File: src/design/ssp_defs.svh
// Offsets, encodings and reset values for the socket status and power pin logic
`ifndef SSP_DEFS_SVH
`define SSP_DEFS_SVH

// ==========================================
// Register byte offsets (APB, one word each)
`define SSP_OFF_CFG_A   12'h000
`define SSP_OFF_CFG_B   12'h004
`define SSP_OFF_GCTL    12'h008
`define SSP_OFF_PWR     12'h00C
`define SSP_OFF_STATUS  12'h010
`define SSP_OFF_WAKE    12'h014

// ==========================================
// Reset values
`define SSP_RST_CFG     8'h00
`define SSP_RST_GCTL    4'h0
`define SSP_RST_PWR     8'h00

// ==========================================
// Power select encodings
`define SSP_SEL_OFF     2'h0
`define SSP_VCC_3V3     2'h1
`define SSP_VCC_5V      2'h2
`define SSP_VPP_VCC     2'h1
`define SSP_VPP_PROGRAMMING_ENABLE     2'h2
`define SSP_SEL_BOTH    2'h3

// ==========================================
// Serial frame
`define SSP_FRAME_BITS  8
`define SSP_FRAME_LAST  3'h7
`define SSP_FRAME_END   3'h0

`endif

File: src/design/ssp_pkg.sv
// Types shared by the socket status and power pin logic
package ssp_pkg;

    // ==========================================
    // Card interface modes
    typedef enum logic [1:0] {
        SSP_MODE_MEM = 2'h0,
        SSP_MODE_IO  = 2'h1,
        SSP_MODE_CB  = 2'h2
    } ssp_mode_t;

    // ==========================================
    // Serial power interface states
    typedef enum logic [2:0] {
        SSP_ST_IDLE  = 3'h1,
        SSP_ST_SHIFT = 3'h2,
        SSP_ST_LATCH = 3'h4
    } ssp_ser_st_t;

    // ==========================================
    // Register contents
    typedef struct packed {
        logic      cd_pullup;
        logic      vs_pull_data;
        logic      pme_en;
        logic      ring_en;
        logic      spkr_en;
        logic      bvd2_led;
        ssp_mode_t mode;
    } ssp_sock_cfg_t;

    typedef struct packed {
        logic act_b_mux;
        logic act_a_mode;
        logic parallel_irq_mode;
        logic parallel_power_mode;
    } ssp_gctl_t;

    typedef struct packed {
        logic [1:0] b_vpp;
        logic [1:0] b_vcc;
        logic [1:0] a_vpp;
        logic [1:0] a_vcc;
    } ssp_pwr_t;

    typedef struct packed {
        logic [1:0] vs_code;
        logic       led;
        logic       audio;
        logic       cb_stschg;
        logic       ring;
        logic       stschg;
        logic       batt_warn;
        logic       batt_dead;
        logic       valid;
    } ssp_sock_stat_t;

    // Pins crossing into the clock domain
    typedef struct packed {
        logic       aux;
        logic       grst_n;
        logic       pclk;
        logic [1:0] vs2;
        logic [1:0] vs1;
        logic [1:0] bvd2;
        logic [1:0] bvd1;
    } ssp_sync_t;

    typedef struct packed {
        logic [31:0] prdata;
        logic        pready;
        logic        pslverr;
        logic        speaker;
        logic        led;
        logic        pme;
        logic [1:0]  vs_pu;
        logic        a5v_n;
        logic        a5v_oe;
        logic        data;
        logic        latch;
        logic        irq3;
        logic        irq3_oe;
        logic        irq9;
        logic        irq9_oe;
        logic        irq10;
        logic        irq10_oe;
    } ssp_out_t;

endpackage : ssp_pkg

File: src/design/ssp_pin_logic.sv
// Socket status pin decode, activity outputs and socket power pin control
// Function
// - Memory mode: BVD2 is battery warning
// - I/O mode: BVD2 is speaker or LED
// - CardBus mode: BVD2 pin is audio input
// - Memory mode: BVD1 is battery dead
// - I/O mode: BVD1 is status change
// - Ring enable bit makes BVD1 ring indicate
// - CardBus status change can raise PME
// - VS pins give voltage; pull-ups jointly controlled
// - Speaker driven only when socket enable set
// - LED shows disk activity from LED pins
// - Activity mode: LED shows socket A activity
// - Serial mode drives power data pin
// - Serial mode drives power latch pin
// - Parallel: socket A 5V enable, exclusive
// - A 3.3V enable parallel only, else IRQ3
// - Parallel: socket B enables, never both
// - Socket A VPP-VCC enable, else IRQ9
// - Socket B VPP-VCC enable, else IRQ10
// - Global reset clears wake in D3cold with aux power
//
// The register addresses and the APB interface to the registers were chosen for this implementation.
`timescale 1ns/1ps
`default_nettype none
`include "ssp_defs.svh"

module ssp_pin_logic
    import ssp_pkg::*;
(
    // Clock and reset
    input  wire logic        mclk,
    input  wire logic        rst_n,

    // APB slave
    input  wire logic        psel,
    input  wire logic        penable,
    input  wire logic        pwrite,
    input  wire logic [11:0] paddr,
    input  wire logic [31:0] pwdata,
    output logic      [31:0] prdata,
    output logic             pready,
    output logic             pslverr,

    // Socket status pins, index 0 is socket A
    input  wire logic [1:0]  bvd1,
    input  wire logic [1:0]  bvd2,
    input  wire logic [1:0]  vs1,
    input  wire logic [1:0]  vs2,
    output logic      [1:0]  vs_pullup_en,

    // Card access activity from the bridge
    input  wire logic [1:0]  sock_access,

    // Activity outputs
    output logic             speaker_output,
    output logic             socket_a_activity,

    // Power management
    input  wire logic        g_rst_n_pin,
    input  wire logic        aux_present,
    input  wire logic        d3_cold,
    output logic             pme,

    // Interrupt requests for the shared pins
    input  wire logic        irq3_req,
    input  wire logic        irq9_req,
    input  wire logic        irq10_req,

    // Power clock pin, shared with socket A 5V enable
    input  wire logic        power_serial_clock,
    output logic             sock_a_5v_enable_n,
    output logic             sock_a_5v_oe,

    // Serial data and latch pins, shared with socket B enables
    output logic             power_serial_data,
    output logic             power_serial_latch,

    // IRQ pins shared with parallel power enables
    output logic             irq3_pin,
    output logic             irq3_pin_oe,
    output logic             irq9_pin,
    output logic             irq9_pin_oe,
    output logic             irq10_pin,
    output logic             irq10_pin_oe
);

    // ==========================================
    // State
    // One packed struct: synchronisers, registers, serial
    // engine and registered outputs
    typedef struct packed {
        ssp_sync_t           s1;
        ssp_sync_t           s2;
        logic                clk_prev;
        ssp_sock_cfg_t [1:0] cfg;
        ssp_gctl_t           gctl;
        ssp_pwr_t            pwr;
        logic [1:0]          wake;
        logic                pend;
        ssp_ser_st_t         st;
        logic [2:0]          bitn;
        logic [7:0]          shreg;
        ssp_out_t            o;
    } ssp_state_t;

    ssp_state_t s_q;
    ssp_state_t s_d;

    // Drop an illegal "both" select so two rails never enable together
    // Code 3 would turn both rails on, so it counts as off
    function automatic logic [1:0] ssp_resolve(input logic [1:0] sel);
        ssp_resolve = (sel == `SSP_SEL_BOTH) ? `SSP_SEL_OFF : sel;
    endfunction : ssp_resolve

    // ==========================================
    // Next state
    always_comb begin
        ssp_sock_stat_t [1:0] stat;
        ssp_pwr_t             res;
        logic [1:0]           wake_ev;
        logic [1:0]           wake_clr;
        logic                 spk;
        logic                 led_ind;
        logic                 rise;
        logic                 wr;
        logic                 grst;
        stat     = '0;
        res      = '0;
        wake_ev  = '0;
        wake_clr = '0;
        spk      = 1'b0;
        led_ind  = 1'b0;
        rise     = 1'b0;
        wr       = 1'b0;
        grst     = 1'b0;
        s_d      = s_q;

        // Two-flop synchronisers for pins
        s_d.s1.aux    = aux_present;
        s_d.s1.grst_n = g_rst_n_pin;
        s_d.s1.pclk   = power_serial_clock;
        s_d.s1.vs2    = vs2;
        s_d.s1.vs1    = vs1;
        s_d.s1.bvd2   = bvd2;
        s_d.s1.bvd1   = bvd1;
        s_d.s2        = s_q.s1;
        s_d.clk_prev  = s_q.s2.pclk;
        // Reference clock is far slower than mclk, so each
        // synced rising edge is seen exactly once
        rise = s_q.s2.pclk & ~s_q.clk_prev;

        // ======================================
        // Per-socket status decode
        for (int i = 0; i < 2; i++) begin
            stat[i].valid   = 1'b1;
            stat[i].vs_code = {s_q.s2.vs2[i], s_q.s2.vs1[i]};
            case (s_q.cfg[i].mode)
                SSP_MODE_MEM: begin
                    stat[i].batt_warn = ~s_q.s2.bvd2[i];
                    stat[i].batt_dead = ~s_q.s2.bvd1[i];
                end
                SSP_MODE_IO: begin
                    if (s_q.cfg[i].bvd2_led) begin
                        stat[i].led = ~s_q.s2.bvd2[i];
                    end else begin
                        stat[i].audio = ~s_q.s2.bvd2[i];
                    end
                    if (s_q.cfg[i].ring_en) begin
                        stat[i].ring = ~s_q.s2.bvd1[i];
                    end else begin
                        stat[i].stschg = ~s_q.s2.bvd1[i];
                    end
                end
                SSP_MODE_CB: begin
                    stat[i].audio     = s_q.s2.bvd2[i];
                    stat[i].cb_stschg = s_q.s2.bvd1[i];
                end
                default: begin
                    stat[i].valid = 1'b0;
                end
            endcase
            // Wake follows the level, so a held ring or status
            // change re-arms the sticky bit after a software clear
            wake_ev[i] = s_q.cfg[i].pme_en
                       & (stat[i].ring | stat[i].cb_stschg);
            // Two enabled cards mix as exclusive-or of their binary audio
            spk     = spk ^ (s_q.cfg[i].spkr_en & stat[i].audio);
            led_ind = led_ind | stat[i].led;
            s_d.o.vs_pu[i] = s_q.cfg[i].vs_pull_data
                           & s_q.cfg[i].cd_pullup;
        end

        // ======================================
        // APB slave: answer one cycle after setup
        // Zero wait states: setup decodes, access edge commits;
        // a write to an unmapped offset is dropped
        wr = psel & penable & s_q.o.pready & pwrite & ~s_q.o.pslverr;
        s_d.o.pready  = 1'b0;
        s_d.o.pslverr = 1'b0;
        if (psel & ~penable) begin
            s_d.o.pready = 1'b1;
            s_d.o.prdata = '0;
            case (paddr)
                `SSP_OFF_CFG_A:  s_d.o.prdata = 32'(s_q.cfg[0]);
                `SSP_OFF_CFG_B:  s_d.o.prdata = 32'(s_q.cfg[1]);
                `SSP_OFF_GCTL:   s_d.o.prdata = 32'(s_q.gctl);
                `SSP_OFF_PWR:    s_d.o.prdata = 32'({s_q.st != SSP_ST_IDLE,
                                                     s_q.pend, s_q.pwr});
                `SSP_OFF_STATUS: s_d.o.prdata = {6'h00, stat[1], 6'h00, stat[0]};
                `SSP_OFF_WAKE:   s_d.o.prdata = 32'(s_q.wake);
                default:         s_d.o.pslverr = 1'b1;
            endcase
        end

        // ======================================
        // Serial power interface, stepped on power clock rising edges
        // Eight bits, most significant first, then one latch period
        // with data low; a write during a frame waits its turn
        case (s_q.st)
            SSP_ST_IDLE: begin
                s_d.o.latch = 1'b0;
                if (s_q.pend & rise & ~s_q.gctl.parallel_power_mode) begin
                    res.a_vcc = ssp_resolve(s_q.pwr.a_vcc);
                    res.a_vpp = ssp_resolve(s_q.pwr.a_vpp);
                    res.b_vcc = ssp_resolve(s_q.pwr.b_vcc);
                    res.b_vpp = ssp_resolve(s_q.pwr.b_vpp);
                    s_d.shreg  = res;
                    s_d.o.data = res[`SSP_FRAME_BITS-1];
                    s_d.bitn   = `SSP_FRAME_LAST;
                    s_d.pend   = 1'b0;
                    s_d.st     = SSP_ST_SHIFT;
                end
            end
            SSP_ST_SHIFT: begin
                if (rise) begin
                    if (s_q.bitn == `SSP_FRAME_END) begin
                        s_d.o.data  = 1'b0;
                        s_d.o.latch = 1'b1;
                        s_d.st      = SSP_ST_LATCH;
                    end else begin
                        s_d.shreg  = {s_q.shreg[`SSP_FRAME_BITS-2:0], 1'b0};
                        s_d.o.data = s_q.shreg[`SSP_FRAME_BITS-2];
                        s_d.bitn   = s_q.bitn - 3'h1;
                    end
                end
            end
            SSP_ST_LATCH: begin
                if (rise) begin
                    s_d.o.latch = 1'b0;
                    s_d.st      = SSP_ST_IDLE;
                end
            end
            default: begin
                s_d.o.latch = 1'b0;
                s_d.st      = SSP_ST_IDLE;
            end
        endcase
        // Switching to parallel mode abandons a frame in flight
        if (s_q.gctl.parallel_power_mode) begin
            s_d.st      = SSP_ST_IDLE;
            s_d.o.latch = 1'b0;
        end

        // ======================================
        // Register writes; a write landing with a frame start keeps pend set
        if (wr) begin
            case (paddr)
                `SSP_OFF_CFG_A: s_d.cfg[0] = ssp_sock_cfg_t'(pwdata[7:0]);
                `SSP_OFF_CFG_B: s_d.cfg[1] = ssp_sock_cfg_t'(pwdata[7:0]);
                `SSP_OFF_GCTL:  s_d.gctl   = ssp_gctl_t'(pwdata[3:0]);
                `SSP_OFF_PWR: begin
                    s_d.pwr  = ssp_pwr_t'(pwdata[7:0]);
                    s_d.pend = 1'b1;
                end
                `SSP_OFF_WAKE:  wake_clr   = pwdata[1:0];
                default: begin
                end
            endcase
        end

        // ======================================
        // Wake context: new event beats a software clear
        // Global reset only counts with aux power in D3cold;
        // otherwise the wake context survives it
        grst = ~s_q.s2.grst_n & d3_cold & s_q.s2.aux;
        s_d.wake = (s_q.wake & ~wake_clr) | wake_ev;
        if (grst) begin
            s_d.wake = '0;
        end
        s_d.o.pme = |s_d.wake;

        // ======================================
        // Activity outputs
        s_d.o.speaker = spk;
        if (s_q.gctl.act_a_mode) begin
            s_d.o.led = sock_access[0]
                      | (s_q.gctl.act_b_mux & sock_access[1]);
        end else begin
            s_d.o.led = led_ind;
        end

        // ======================================
        // Shared power and interrupt pins
        // Parallel power mode owns the shared pins even when
        // parallel interrupt mode is also set
        res.a_vcc = ssp_resolve(s_q.pwr.a_vcc);
        res.a_vpp = ssp_resolve(s_q.pwr.a_vpp);
        res.b_vcc = ssp_resolve(s_q.pwr.b_vcc);
        res.b_vpp = ssp_resolve(s_q.pwr.b_vpp);
        if (s_q.gctl.parallel_power_mode) begin
            s_d.o.a5v_oe   = 1'b1;
            s_d.o.a5v_n    = ~(res.a_vcc == `SSP_VCC_5V);
            s_d.o.data     = ~(res.b_vcc == `SSP_VCC_3V3);
            s_d.o.latch    = ~(res.b_vcc == `SSP_VCC_5V);
            s_d.o.irq3     = ~(res.a_vcc == `SSP_VCC_3V3);
            s_d.o.irq3_oe  = 1'b1;
            s_d.o.irq9     = (res.a_vpp == `SSP_VPP_VCC);
            s_d.o.irq9_oe  = 1'b1;
            s_d.o.irq10    = (res.b_vpp == `SSP_VPP_VCC);
            s_d.o.irq10_oe = 1'b1;
        end else begin
            s_d.o.a5v_oe   = 1'b0;
            s_d.o.a5v_n    = 1'b1;
            s_d.o.irq3     = irq3_req;
            s_d.o.irq3_oe  = s_q.gctl.parallel_irq_mode;
            s_d.o.irq9     = irq9_req;
            s_d.o.irq9_oe  = s_q.gctl.parallel_irq_mode;
            s_d.o.irq10    = irq10_req;
            s_d.o.irq10_oe = s_q.gctl.parallel_irq_mode;
        end
    end

    // ==========================================
    // State register
    // The socket A 5V enable is active low, so reset parks it off; the
    // global reset sync flops start inactive to avoid a false clear
    always_ff @(posedge mclk) begin
        if (!rst_n) begin
            s_q            <= '0;
            s_q.s1.grst_n  <= 1'b1;
            s_q.s2.grst_n  <= 1'b1;
            s_q.cfg[0]     <= ssp_sock_cfg_t'(`SSP_RST_CFG);
            s_q.cfg[1]     <= ssp_sock_cfg_t'(`SSP_RST_CFG);
            s_q.gctl       <= ssp_gctl_t'(`SSP_RST_GCTL);
            s_q.pwr        <= ssp_pwr_t'(`SSP_RST_PWR);
            s_q.st         <= SSP_ST_IDLE;
            s_q.o.a5v_n    <= 1'b1;
        end else begin
            s_q <= s_d;
        end
    end

    // ==========================================
    // Outputs straight from the state register
    // IRQ pins carry their request even while their enable is low
    assign prdata             = s_q.o.prdata;
    assign pready             = s_q.o.pready;
    assign pslverr            = s_q.o.pslverr;
    assign vs_pullup_en       = s_q.o.vs_pu;
    assign speaker_output     = s_q.o.speaker;
    assign socket_a_activity  = s_q.o.led;
    assign pme                = s_q.o.pme;
    assign sock_a_5v_enable_n = s_q.o.a5v_n;
    assign sock_a_5v_oe       = s_q.o.a5v_oe;
    assign power_serial_data  = s_q.o.data;
    assign power_serial_latch = s_q.o.latch;
    assign irq3_pin           = s_q.o.irq3;
    assign irq3_pin_oe        = s_q.o.irq3_oe;
    assign irq9_pin           = s_q.o.irq9;
    assign irq9_pin_oe        = s_q.o.irq9_oe;
    assign irq10_pin          = s_q.o.irq10;
    assign irq10_pin_oe       = s_q.o.irq10_oe;

endmodule : ssp_pin_logic
`default_nettype wire

File: config.mk
export PLATFORM = sky130hd
export DESIGN_NAME = ssp_pin_logic
export DESIGN_NICKNAME = d
export VERILOG_FILES = /design/src/design/ssp_pkg.sv /design/src/design/ssp_pin_logic.sv
export VERILOG_INCLUDE_DIRS = /design/src /design/src/design
export SDC_FILE = /design/constraint.sdc
export NUM_CORES = 1
export LEC_CHECK = 0
export BUFFER_PORTS_ARGS = -buffer_cell sky130_fd_sc_hd__buf_2
export CAP_MARGIN = 20
export CORE_MARGIN = 4
export CORE_UTILIZATION = 39
export DETAILED_ROUTE_END_ITERATION = 8
export GPL_TIMING_DRIVEN = 1
export PLACE_DENSITY_LB_ADDON = 0.3
export SYNTH_ARGS = -nofsm -noshare
export SYNTH_HDL_FRONTEND = slang
export SYNTH_SLANG_ARGS = --single-unit
File: constraint.sdc
create_clock -name mclk -period 2.9 [get_ports mclk]
set_input_delay 0.725 -clock mclk [delete_from_list [all_inputs] [get_ports mclk]]
set_output_delay 0.725 -clock mclk [all_outputs]
set_load 0.03 [all_outputs]
### Word level (Yosys, flattened, before mapping)

Cells that the tools add are included.

* reduce and logical (&&, ||, !) cells: 21
* multipliers: 0
* add/sub/neg operators: 1
* divide/modulo/power cells: 0
* shift-type cells: 0
* mux-type cells: 51
* eq/ne operators: 32
* order comparisons: 0
* bitwise gates (word level): 39

Operators by type and width (number)
* $pmux W26 S6: 1
* $mux W2: 14
* $eq A12 B4 Y1 const B: 2
* $eq A12 B5 Y1 const B: 2
* $mux W1: 24
* $pmux W11 S2: 1
* $and A1 B1 Y1: 17
* $eq A2 B2 Y1 const B: 8
* $mux W15: 1
* $mux W14: 1
* $not A1 Y1: 14
* $eq A12 B3 Y1 const B: 1
* $eq A2 B1 Y1 const B: 6
* $logic_not A12 Y1: 1
* $ne A3 B3 Y1 const B: 4
* $reduce_and A2 Y1: 6
* $mux W11: 1
* $ne A2 B2 Y1 const B: 5
* $pmux W3 S3: 1
* $pmux W1 S2: 4
* $reduce_and A4 Y1: 2
* $mux W3: 2
* $mux W6: 1
* $reduce_and A3 Y1: 2
* 17 further kinds: 23

* memories kept: 0
* logic and storage cells: 203
* input port bits: 66
* RAM bits: 0
* register bits after elaboration: 110
* ROM bits: 0
* bits in latches: 0
* output and inout bits: 49

### Logic depth before layout (Yosys ltp)

Gate-level depths: netlist of run 1.

* depth in word-level cells: 10
* mapped depth: 7
* depth with buffers taken out: 6

### Worst setup path after synthesis of run 1

OpenSTA, ideal clock, no wires.

* path type: input port to flip-flop
* from: in paddr[11]
* to: reg s_q (netlist bit prdata[16])
* setup slack: 0.615 ns
* arrival: 2.215 ns
* buffers on the path: 1
* library setup time: 0.070 ns
* stages on the path: 5
* data required time: 2.830 ns
* cell sequence: or4_4 buf_6 or3_4 or3_1 a21oi_1

* longest elaborated chain between the ends: 2
* elaborated cells on any way between the ends: 7
* classes of those cells: 5 x eq/ne; 1 x mux; 1 x reduce/logical

Ends and longest elaborated chain
* start: declaration: line ssp_pin_logic.sv:39 `input wire logic [11:0] paddr,`
* $eq A12 B5 Y1, or another cell as far along: line ssp_pin_logic.sv:204 `case (paddr)`
* $pmux W26 S6 *: line ssp_pin_logic.sv:204
* end: declaration: line ssp_pin_logic.sv:107 `ssp_state_t s_q;`

Every way passes the cells marked *; elsewhere a longest branch is shown, timed or not.
A chain may end at the register's enable or synchronous reset.

### Final worst setup path of run 1

* from: in paddr[3]
* to: reg s_q[85] (netlist bit)

* longest elaborated chain between the ends: 2

Ends and longest elaborated chain
* $logic_not A12 Y1: line ssp_pin_logic.sv:268 `case (paddr)`
* $reduce_and A2 Y1 (no source line)

Every way passes these cells.

==> results of run 1 <==
## cell usage in the layout, fill, tap and decap left out, types with 5 or more instances in the layout
| cell | Yosys | routed |
|---|---|---|
| nor3_1 | 11 | 11 |
| a31oi_1 | 6 | 6 |
| nand4_1 | 5 | 5 |
| a311oi_1 | 5 | 5 |
| and2_1 | 24 | 24 |
| clkbuf_16 | 0 | 9 |
| nor2b_1 | 12 | 12 |
| o21ai_0 | 21 | 21 |
| dfxtp_1 | 102 | 102 |
| ha_1 | 10 | 10 |
| buf_2 | 3 | 78 |
| nor2_1 | 19 | 19 |
| nand3_1 | 18 | 18 |
| a22oi_1 | 8 | 8 |
| nand2_1 | 50 | 50 |
| mux2i_1 | 22 | 22 |
| buf_4 | 36 | 14 |
| nand2b_1 | 15 | 15 |
| inv_1 | 18 | 18 |
| a21oi_1 | 38 | 38 |
| conb_1 | 1 | 12 |
| or3_1 | 7 | 7 |
| a32oi_1 | 7 | 7 |
## Yosys cell counts, drive strengths merged, types with 3 or more instances
master,number,area share
nand4,5,0.0065
a31oi,6,0.0079
and3,3,0.0039
a32oi,7,0.013
clkbuf,19,0.015
ha,10,0.026
a311oi,5,0.0092
and2,24,0.031
o32ai,3,0.0055
inv,19,0.015
nor2,19,0.015
o211ai,4,0.0063
nor3b,4,0.0063
nor2b,12,0.016
a211o,3,0.0055
buf,44,0.065
mux2,4,0.0094
o21ai,23,0.024
nand2,50,0.039
a22oi,8,0.013
mux2i,22,0.046
a21oi,38,0.040
dfxtp,102,0.43
nand2b,15,0.020
nand3,18,0.019
nand4b,3,0.0055
nand3b,4,0.0063
a211oi,3,0.0047
or3,8,0.012
nor4,8,0.023
nor3,11,0.012
## power breakdown
part	internal, W	switching [W]	total (W)
Sequential	0.00142	0.00000936	0.00143
Clock	0.000685	0.000558	0.00124
Combinational	0.0000514	0.000117	0.000168
## per-stage QoR
step | instance area, um^2 | power, W | hold WS, ns | setup WS (ns)
final | 5430 | 0.00284 | 0.421 | 0.712
after global routing | 5430 | 0.00294 | 0.442 | 0.553
after CTS | 5430 | 0.00286 | 0.420 | 0.771
after detailed placement | 5120 | 0.00163 | 0.404 | 0.407
after global placement | 5120 | 0.00163 | 0.394 | 0.425
after floorplan | 4820 | 0.00158 | 0.386 | 0.615
## kinds of logic after synthesis
| family | after synthesis |
|---|---|
| mux | 28 |
| xor+xnor | 1 |
| flops | 102 |
| buf+inv | 82 |
| fa+ha+maj | 10 |
| simple gates | 191 |
| other cells | 1 |
| compound gates | 116 |
## final timing paths
check / end / cells after the start
hold reg to reg: s_q[104]$_SDFF_PN1_ / 1
setup reg to reg: s_q[51]$_SDFFE_PN0P_ / 4
hold / removal: s_q[104]$_SDFF_PN1_ / 1
setup / recovery: s_q[85]$_SDFFE_PN0P_ / 5
## state kept, by name, indices dropped and copies added (netlist names)
| name | count |
|---|---|
| s_q | 55 |
| prdata | 20 |
| s_d | 12 |
| vs_pullup_en | 2 |
| irq10_pin | 1 |
| irq3_pin | 1 |
| irq3_pin_oe | 1 |
| irq9_pin | 1 |
| pme | 1 |
| power_serial_data | 1 |
| power_serial_latch | 1 |
| pready | 1 |
| pslverr | 1 |
| sock_a_5v_enable_n | 1 |
| sock_a_5v_oe | 1 |
| socket_a_activity | 1 |
| speaker_output | 1 |
## worst max-delay path, cell delays in order
cell and delay (ns):
buf_2 0.20, nor4_1 0.71, nand4_1 0.38, o21ai_0 0.28, a21oi_1 0.09
## cell type report
class / count / area [um^2]
clock buffers: 10 / 229
fillers: 1177 / 6590
inverters: 19 / 71.3
clock inverters: 6 / 76.3
multi-input cells: 358 / 2330
flip-flops and latches: 102 / 2040
well taps: 147 / 184
repair buffers: 92 / 495
## per-layer routing
metal | up-vias | part of all wire
li1 | 1951 | -
met1 | 1847 | 0.44
met2 | 137 | 0.46
met3 | 22 | 0.071
met4 | 0 | 0.022
met5 | - | 0
==> impl_metrics.tcl, run 1 <==
set metrics [dict create \
    dp_hpwl_um 9110 \
    avgRoutedWirePerCell_um 16.6 \
    synthArstFlopShare 0 \
    cts-htree-levels 3 \
    fin_tns_setup_ns 0 \
    synth_cells 531 \
    synthAdderAreaFrac 0.0262 \
    final_cells 734 \
    yosys.area_share.simple 0.227 \
    track_usage 0.170 \
    ios 115 \
    dp.cells 718 \
    regToRegSetupSlack_ns 1.01 \
    yosysUniqueCellTypes 59 \
    utilization 0.452 \
    drv_cap 0 \
    setup_viol 0 \
    fin_skew_ns 0.00973 \
    rsz0062_at_grt "no" \
    grt_pass1_wl_um 19100 \
    portBuffers 78 \
    numCtsBuffers 9 \
    use_met3 0.0402 \
    finalCriticalPeriod_ns 2.19 \
    diodes 0 \
    powerDensity_mw_per_mm2 524 \
    grt_pass1_vias 3750 \
    arrival_ns 2.39 \
    r2r_start "s_q[74]$_SDFFE_PN0P_" \
    dr.pass1.iters 5 \
    nets 658 \
    clock-sinks 102 \
    layout-drive-gt1-share 0.208 \
    start_kind "input port" \
    critPathLaunch "paddr[3]" \
    start_util 0.398 \
    critPathMaxFanout 16 \
    via_per_inst 5.39 \
    yosysSeqAreaShare 0.427 \
    syn_avg_cell_area_um2 9.01 \
    worstHoldStart "s_d[104]$_SDFF_PN1_" \
    synthToLayoutAreaGrowth_pct 13.4 \
    worstSkewPairLatency_ns 0.35 \
    worstPathRequired_ns 3.11 \
    use_met2 0.266 \
    hold_buffers 0 \
    gp_congestion 0.890 \
    clockBufferDepth 2 \
    cts_tree "built" \
    tightest_slew_ns 0.760 \
    synth_top_flop_cell "dfxtp_1" \
    synth-compound-area-share 0.157 \
    drtIter0Drc 294 \
    finalMaxSlewViolations 0 \
    ctsRootBufferMaster "clkbuf_16" \
    vias 3957 \
    grt_max_degree 60 \
    period_share 0.755 \
    die_h_um 119 \
    ir_drop_mv 0.210 \
    hp-class "reg2reg" \
    synth.area.mux_share 0.0649 \
    yosysWarnings 0 \
    fmax_mhz 457 \
    status "completed" \
    critPathKind "in2reg" \
    synth_xor_area_frac 0.00183 \
    synth_top_family_by_area "simple AND/OR/NAND/NOR gates" \
    slew_headroom 0.489 \
    die_area_mm2 0.0141 \
    wl_um 12200 \
    grt_busiest_layer "met2" \
    antenna_found_initial 0 \
    final_antenna_net_count 0 \
    ctsResizeCount 0 \
    rows 40 \
    drc 0 \
    syn_area_mm2 0.00478 \
    grt-ovfl-total 0 \
    core_area_mm2 0.0120 \
    hold_violations 0 \
    cts_setup_buffers 0 \
    grtUsageMet1 0.225 \
    clkTransAtPathRegs_ns 0.07 \
    leakagePower_nw 2.08 \
    dieWidth_um 119 \
    endpoint_kind "flop" \
    ys_ff_latch 102 \
    synth_edf_count 0 \
]
Note: power is estimated with default switching activity, not from simulation.
==> inputs of run 2 (changes only) <==
- clock period: 2.9 -> 1.84 ns (I/O delays scaled with it)
==> impl_metrics.tcl, run 2 (same netlist as run 1, synthesis figures left out) <==
set metrics [dict create \
    clockBufferDepth 2 \
    start_kind "flop" \
    final_antenna_net_count 0 \
    via_per_inst 5.33 \
    start_util 0.398 \
    antenna_found_initial 0 \
    dr.pass1.iters 5 \
    swShare 0.254 \
    finalMaxSlewViolations 0 \
    hp-class "in2reg" \
    synthToLayoutAreaGrowth_pct 19.3 \
    hold_buffers 0 \
    fin_skew_ns 0.00935 \
    wl_um 12500 \
    rows 40 \
    wl_met2_um 5910 \
    die_area_mm2 0.0141 \
    arrival_ns 2.04 \
    drc 0 \
    nFillCells 1164 \
    dieWidth_um 119 \
    r2r_start "s_q[57]$_SDFFE_PN0P_" \
    core_area_mm2 0.0120 \
    endpoint_kind "flop" \
    routed.top_layer "met4" \
    cts_setup_buffers 0 \
    vias 4085 \
    powerDensity_mw_per_mm2 777 \
    status "completed" \
    seq_power_share 0.508 \
    cts-htree-levels 3 \
    final_common_cell "dfxtp_1" \
    clock-sinks 102 \
    critPathKind "reg2reg" \
    mostFrequentLayoutCells "dfxtp_1 (102), buf_2 (78), nand2_1 (49), buf_4 (46), a21oi_1 (38)" \
    regMostFlops "s_q" \
    grt_pass1_vias 3993 \
    critPathLaunch "s_q[57]$_SDFFE_PN0P_" \
    ctsRootBufferMaster "clkbuf_16" \
    worstSkewPairLatency_ns 0.35 \
    totalPowerFinal_w 0.00443 \
    m1WireLength_um 5470 \
    setup_viol 0 \
    power.internal_w 0.00331 \
    gp_congestion 0.946 \
    tightest_slew_ns 0.555 \
    dp.cells 751 \
    endpoint "s_q[58]$_SDFFE_PN0P_" \
    grt_pass1_wl_um 20000 \
    worstPathRequired_ns 2.07 \
    finalCriticalPeriod_ns 1.81 \
    period_share 0.981 \
    numCtsBuffers 9 \
    clkTransAtPathRegs_ns 0.08 \
    dp_hpwl_um 9670 \
    nets 691 \
    drv_cap 0 \
    layout-drive-gt1-share 0.261 \
    ios 115 \
    p_sw_w 0.00112 \
    slew_headroom 0.626 \
    power_frac_clock 0.423 \
    grt-ovfl-total 0 \
    rsz0062_at_grt "yes" \
    combPwrFrac 0.069 \
    ir_drop_mv 0.348 \
    ctsResizeCount 0 \
    drtIter0Drc 313 \
    hold_violations 0 \
    cts_tree "built" \
    leakagePower_nw 2.25 \
    critPathMaxFanout 5 \
    diodes 0 \
    grt_max_degree 28 \
    regToRegSetupSlack_ns 0.03 \
    track_usage 0.177 \
    reg2reg_to "s_q[58]$_SDFFE_PN0P_" \
    avgRoutedWirePerCell_um 16.3 \
    portBuffers 78 \
    final_cells 767 \
    largest_register_ffs 55 \
    die_h_um 119 \
    wl_met3_um 656 \
    reg2reg_depth 6 \
    fmax_mhz 554 \
]
==> run 2: changes by cell type in the layout (fill, tap and decap cells not counted), sizes merged <==
cell | previous run | this run
clkinv | 2 | 3
clkbuf | 10 | 9
clkinvlp | 0 | 1
buf | 92 | 125
bufinv | 1 | 0
==> run 2: routing by layer <==
layer / GRT usage / vias up
met2: 0.286 / 134
met1: 0.220 / 1898
met3: 0.0316 / 34
met5: 0 / -
met4: 0.104 / 0
li1: - / 2019
==> run 2: per-stage QoR <==
stage | hold WS (ns) | area [um^2] | utilization | setup WS (ns) | TNS (ns)
6_report | 0.289 | 5710 | 0.475 | 0.0345 | 0
5_1_grt | 0.290 | 5710 | 0.475 | -0.0283 | -0.0331
4_1_cts | 0.276 | 5690 | 0.474 | 0.0278 | 0
3_5_place_dp | 0.394 | 5390 | 0.449 | -0.254 | -7.49
3_3_place_gp | 0.390 | 5390 | 0.449 | -0.303 | -6.64
2_1_floorplan | 0.386 | 4840 | - | -0.149 | -0.534
==> run 2: final cells by class <==
type / count / area [um^2] / area share
repair buffers: 125 / 756 / 0.132
clock inverters: 7 / 72.6 / 0.0127
clock buffers: 9 / 225 / 0.0395
well taps: 147 / 184 / 0.0322
flip-flops and latches: 102 / 2040 / 0.358
multi-input cells: 358 / 2350 / 0.413
inverters: 19 / 71.3 / 0.0125
==> run 2: worst min path at each step <==
stage	from	endpoint	slack (ns)	cells after the start
detailed placement	s_d[104]$_SDFF_PN1_	s_q[104]$_SDFF_PN1_	0.39	1
global placement	s_d[104]$_SDFF_PN1_	s_q[104]$_SDFF_PN1_	0.39	1
floorplan	s_d[104]$_SDFF_PN1_	s_q[104]$_SDFF_PN1_	0.39	1
global route	g_rst_n_pin	s_d[104]$_SDFF_PN1_	0.29	2
CTS	g_rst_n_pin	s_d[104]$_SDFF_PN1_	0.28	2
finish	g_rst_n_pin	s_d[104]$_SDFF_PN1_	0.29	2
==> run 2: power groups by stage <==
| stage | Clock (W) | Sequential [W] | Combinational, W |
|---|---|---|---|
| floorplan | 0 | 0.00231 | 0.000182 |
| global placement | 0 | 0.00230 | 0.000300 |
| detailed placement | 0 | 0.00230 | 0.000305 |
| CTS | 0.00192 | 0.00225 | 0.000305 |
| global route | 0.00199 | 0.00225 | 0.000332 |
| finish | 0.00188 | 0.00225 | 0.000306 |
==> run 2: critical path, stage by stage, from the launching register on <==
cell       delay (ns)
dfxtp_1          0.32
inv_1            0.08
ha_1             0.23
nor2b_1          0.15
o32a_1           0.36
a2111oi_1        0.45
nor3_1           0.09
==> inputs of run 3 (changes only) <==
- clock period: 1.84 -> 2.05 ns (I/O delays scaled with it)
==> impl_metrics.tcl, run 3 (same netlist as run 1, synthesis figures left out) <==
set metrics [dict create \
    status "completed" \
    wl_um 12300 \
    fin_skew_ns 0.00570 \
    arrival_ns 2.28 \
    ir_drop_mv 0.348 \
    largest_register_ffs 55 \
    crit_top_cell "buf_4" \
    seq_area_mm2 0.00204 \
    cp_cell_sequence "buf_2 -> or4_4 -> buf_4 -> nor4_1 -> buf_4 -> a22oi_1 -> o21ai_1" \
    track_usage 0.177 \
    portBuffers 78 \
    dr.pass1.iters 5 \
    dp.cells 742 \
    dieWidth_um 119 \
    mostFrequentLayoutCells "dfxtp_1 (102), buf_2 (78), nand2_1 (50), a21oi_1 (38), buf_4 (37)" \
    max_stage_delay_ns 0.58 \
    grt-ovfl-total 0 \
    ios 115 \
    via_per_inst 5.31 \
    layout_setup_ws_ns 0.0488 \
    fin_tns_setup_ns 0 \
    nets 682 \
    worstPathRequired_ns 2.33 \
    dp_hpwl_um 9460 \
    synthToLayoutAreaGrowth_pct 18.1 \
    avgRoutedWirePerCell_um 16.2 \
    die_h_um 119 \
    grt_pass1_vias 3997 \
    cts_setup_buffers 0 \
    cp_top_family "simple AND/OR/NAND/NOR gates" \
    regMostFlops "s_q" \
    setup_viol 0 \
    clock-sinks 102 \
    cts-htree-levels 3 \
    die_area_mm2 0.0141 \
    cp.buffers_inverters 3 \
    multi_input_area_mm2 0.00233 \
    tightest_slew_ns 0.491 \
    finalMaxSlewViolations 0 \
    rsz0062_at_grt "no" \
    start_kind "input port" \
    drtIter0Drc 310 \
    slew_headroom 0.670 \
    numCtsBuffers 9 \
    cpMaxStageDelayCell "or4_4" \
    endpoint_kind "flop" \
    hold_buffers 0 \
    ctsResizeCount 0 \
    nFillCells 1188 \
    gp_congestion 0.907 \
    period_share 0.976 \
    final_antenna_net_count 0 \
    start_util 0.398 \
    antenna_found_initial 0 \
    ctsRootBufferMaster "clkbuf_16" \
    clkTransAtPathRegs_ns 0.07 \
    finalCriticalPeriod_ns 2.00 \
    worstSkewPairLatency_ns 0.35 \
    diodes 0 \
    core_area_mm2 0.0120 \
    hp-class "in2reg" \
    vias 4023 \
    drc 0 \
    grt_max_degree 21 \
    clockBufferDepth 2 \
    critPathKind "in2reg" \
    drv_cap 0 \
    hold_violations 0 \
    dp_slack_ns -0.261 \
    cts_tree "built" \
    grt_pass1_wl_um 20100 \
    layout-drive-gt1-share 0.239 \
    powerDensity_mw_per_mm2 738 \
    rows 40 \
    leakagePower_nw 2.22 \
    fmax_mhz 500 \
    final_common_cell "dfxtp_1" \
    critPathMaxFanout 5 \
    final_cells 758 \
]
run 3: worst paths after layout:
check	cells after the start	slack, ns	to	startpoint
max	7	0.05	prdata[9]$_SDFFE_PN0P_	paddr[11]
min	2	0.34	s_d[104]$_SDFF_PN1_	g_rst_n_pin
max reg2reg	6	0.33	s_q[58]$_SDFFE_PN0P_	s_q[57]$_SDFFE_PN0P_
min reg2reg	1	0.42	s_q[104]$_SDFF_PN1_	s_d[104]$_SDFF_PN1_
run 3: area by class of cell:
type / instances / share of cell area
Clock buffer: 13 / 0.0479
Clock inverter: 3 / 0.0115
Inverter: 19 / 0.0126
Multi-Input combinational cell: 358 / 0.412
Sequential cell: 102 / 0.362
Tap cell: 147 / 0.0326
Timing Repair Buffer: 116 / 0.122
run 3: power by group:
part / total [W] / switching, W / leakage (nW) / internal (W)
Clock: 0.00189 / 0.000720 / 0.166 / 0.00117
Sequential: 0.00202 / 0.0000102 / 0.828 / 0.00201
Combinational: 0.000262 / 0.000169 / 1.23 / 0.0000932
run 3: worst register-to-register path, stage by stage, from the launching register on:
cell and delay (ns):
dfxtp_1 0.31, inv_1 0.07, ha_1 0.23, nor2b_1 0.15, o32a_1 0.35, a2111oi_0 0.41
nor3_1 0.09
run 3: stage by stage:
step | utilization | total power, W | instance area (um^2) | hold WS (ns)
2_1_floorplan | - | 0.00223 | 4820 | 0.386
3_3_place_gp | 0.442 | 0.00232 | 5310 | 0.388
3_5_place_dp | 0.442 | 0.00233 | 5310 | 0.414
4_1_cts | 0.470 | 0.00421 | 5650 | 0.335
5_1_grt | 0.470 | 0.00431 | 5650 | 0.335
6_report | 0.470 | 0.00417 | 5650 | 0.343
run 3: metal layers:
layer / part of all wire / track usage
met2: 0.47 / 0.285
met3: 0.052 / 0.0407
met1: 0.44 / 0.225
met4: 0.031 / 0.0825
met5: 0 / 0
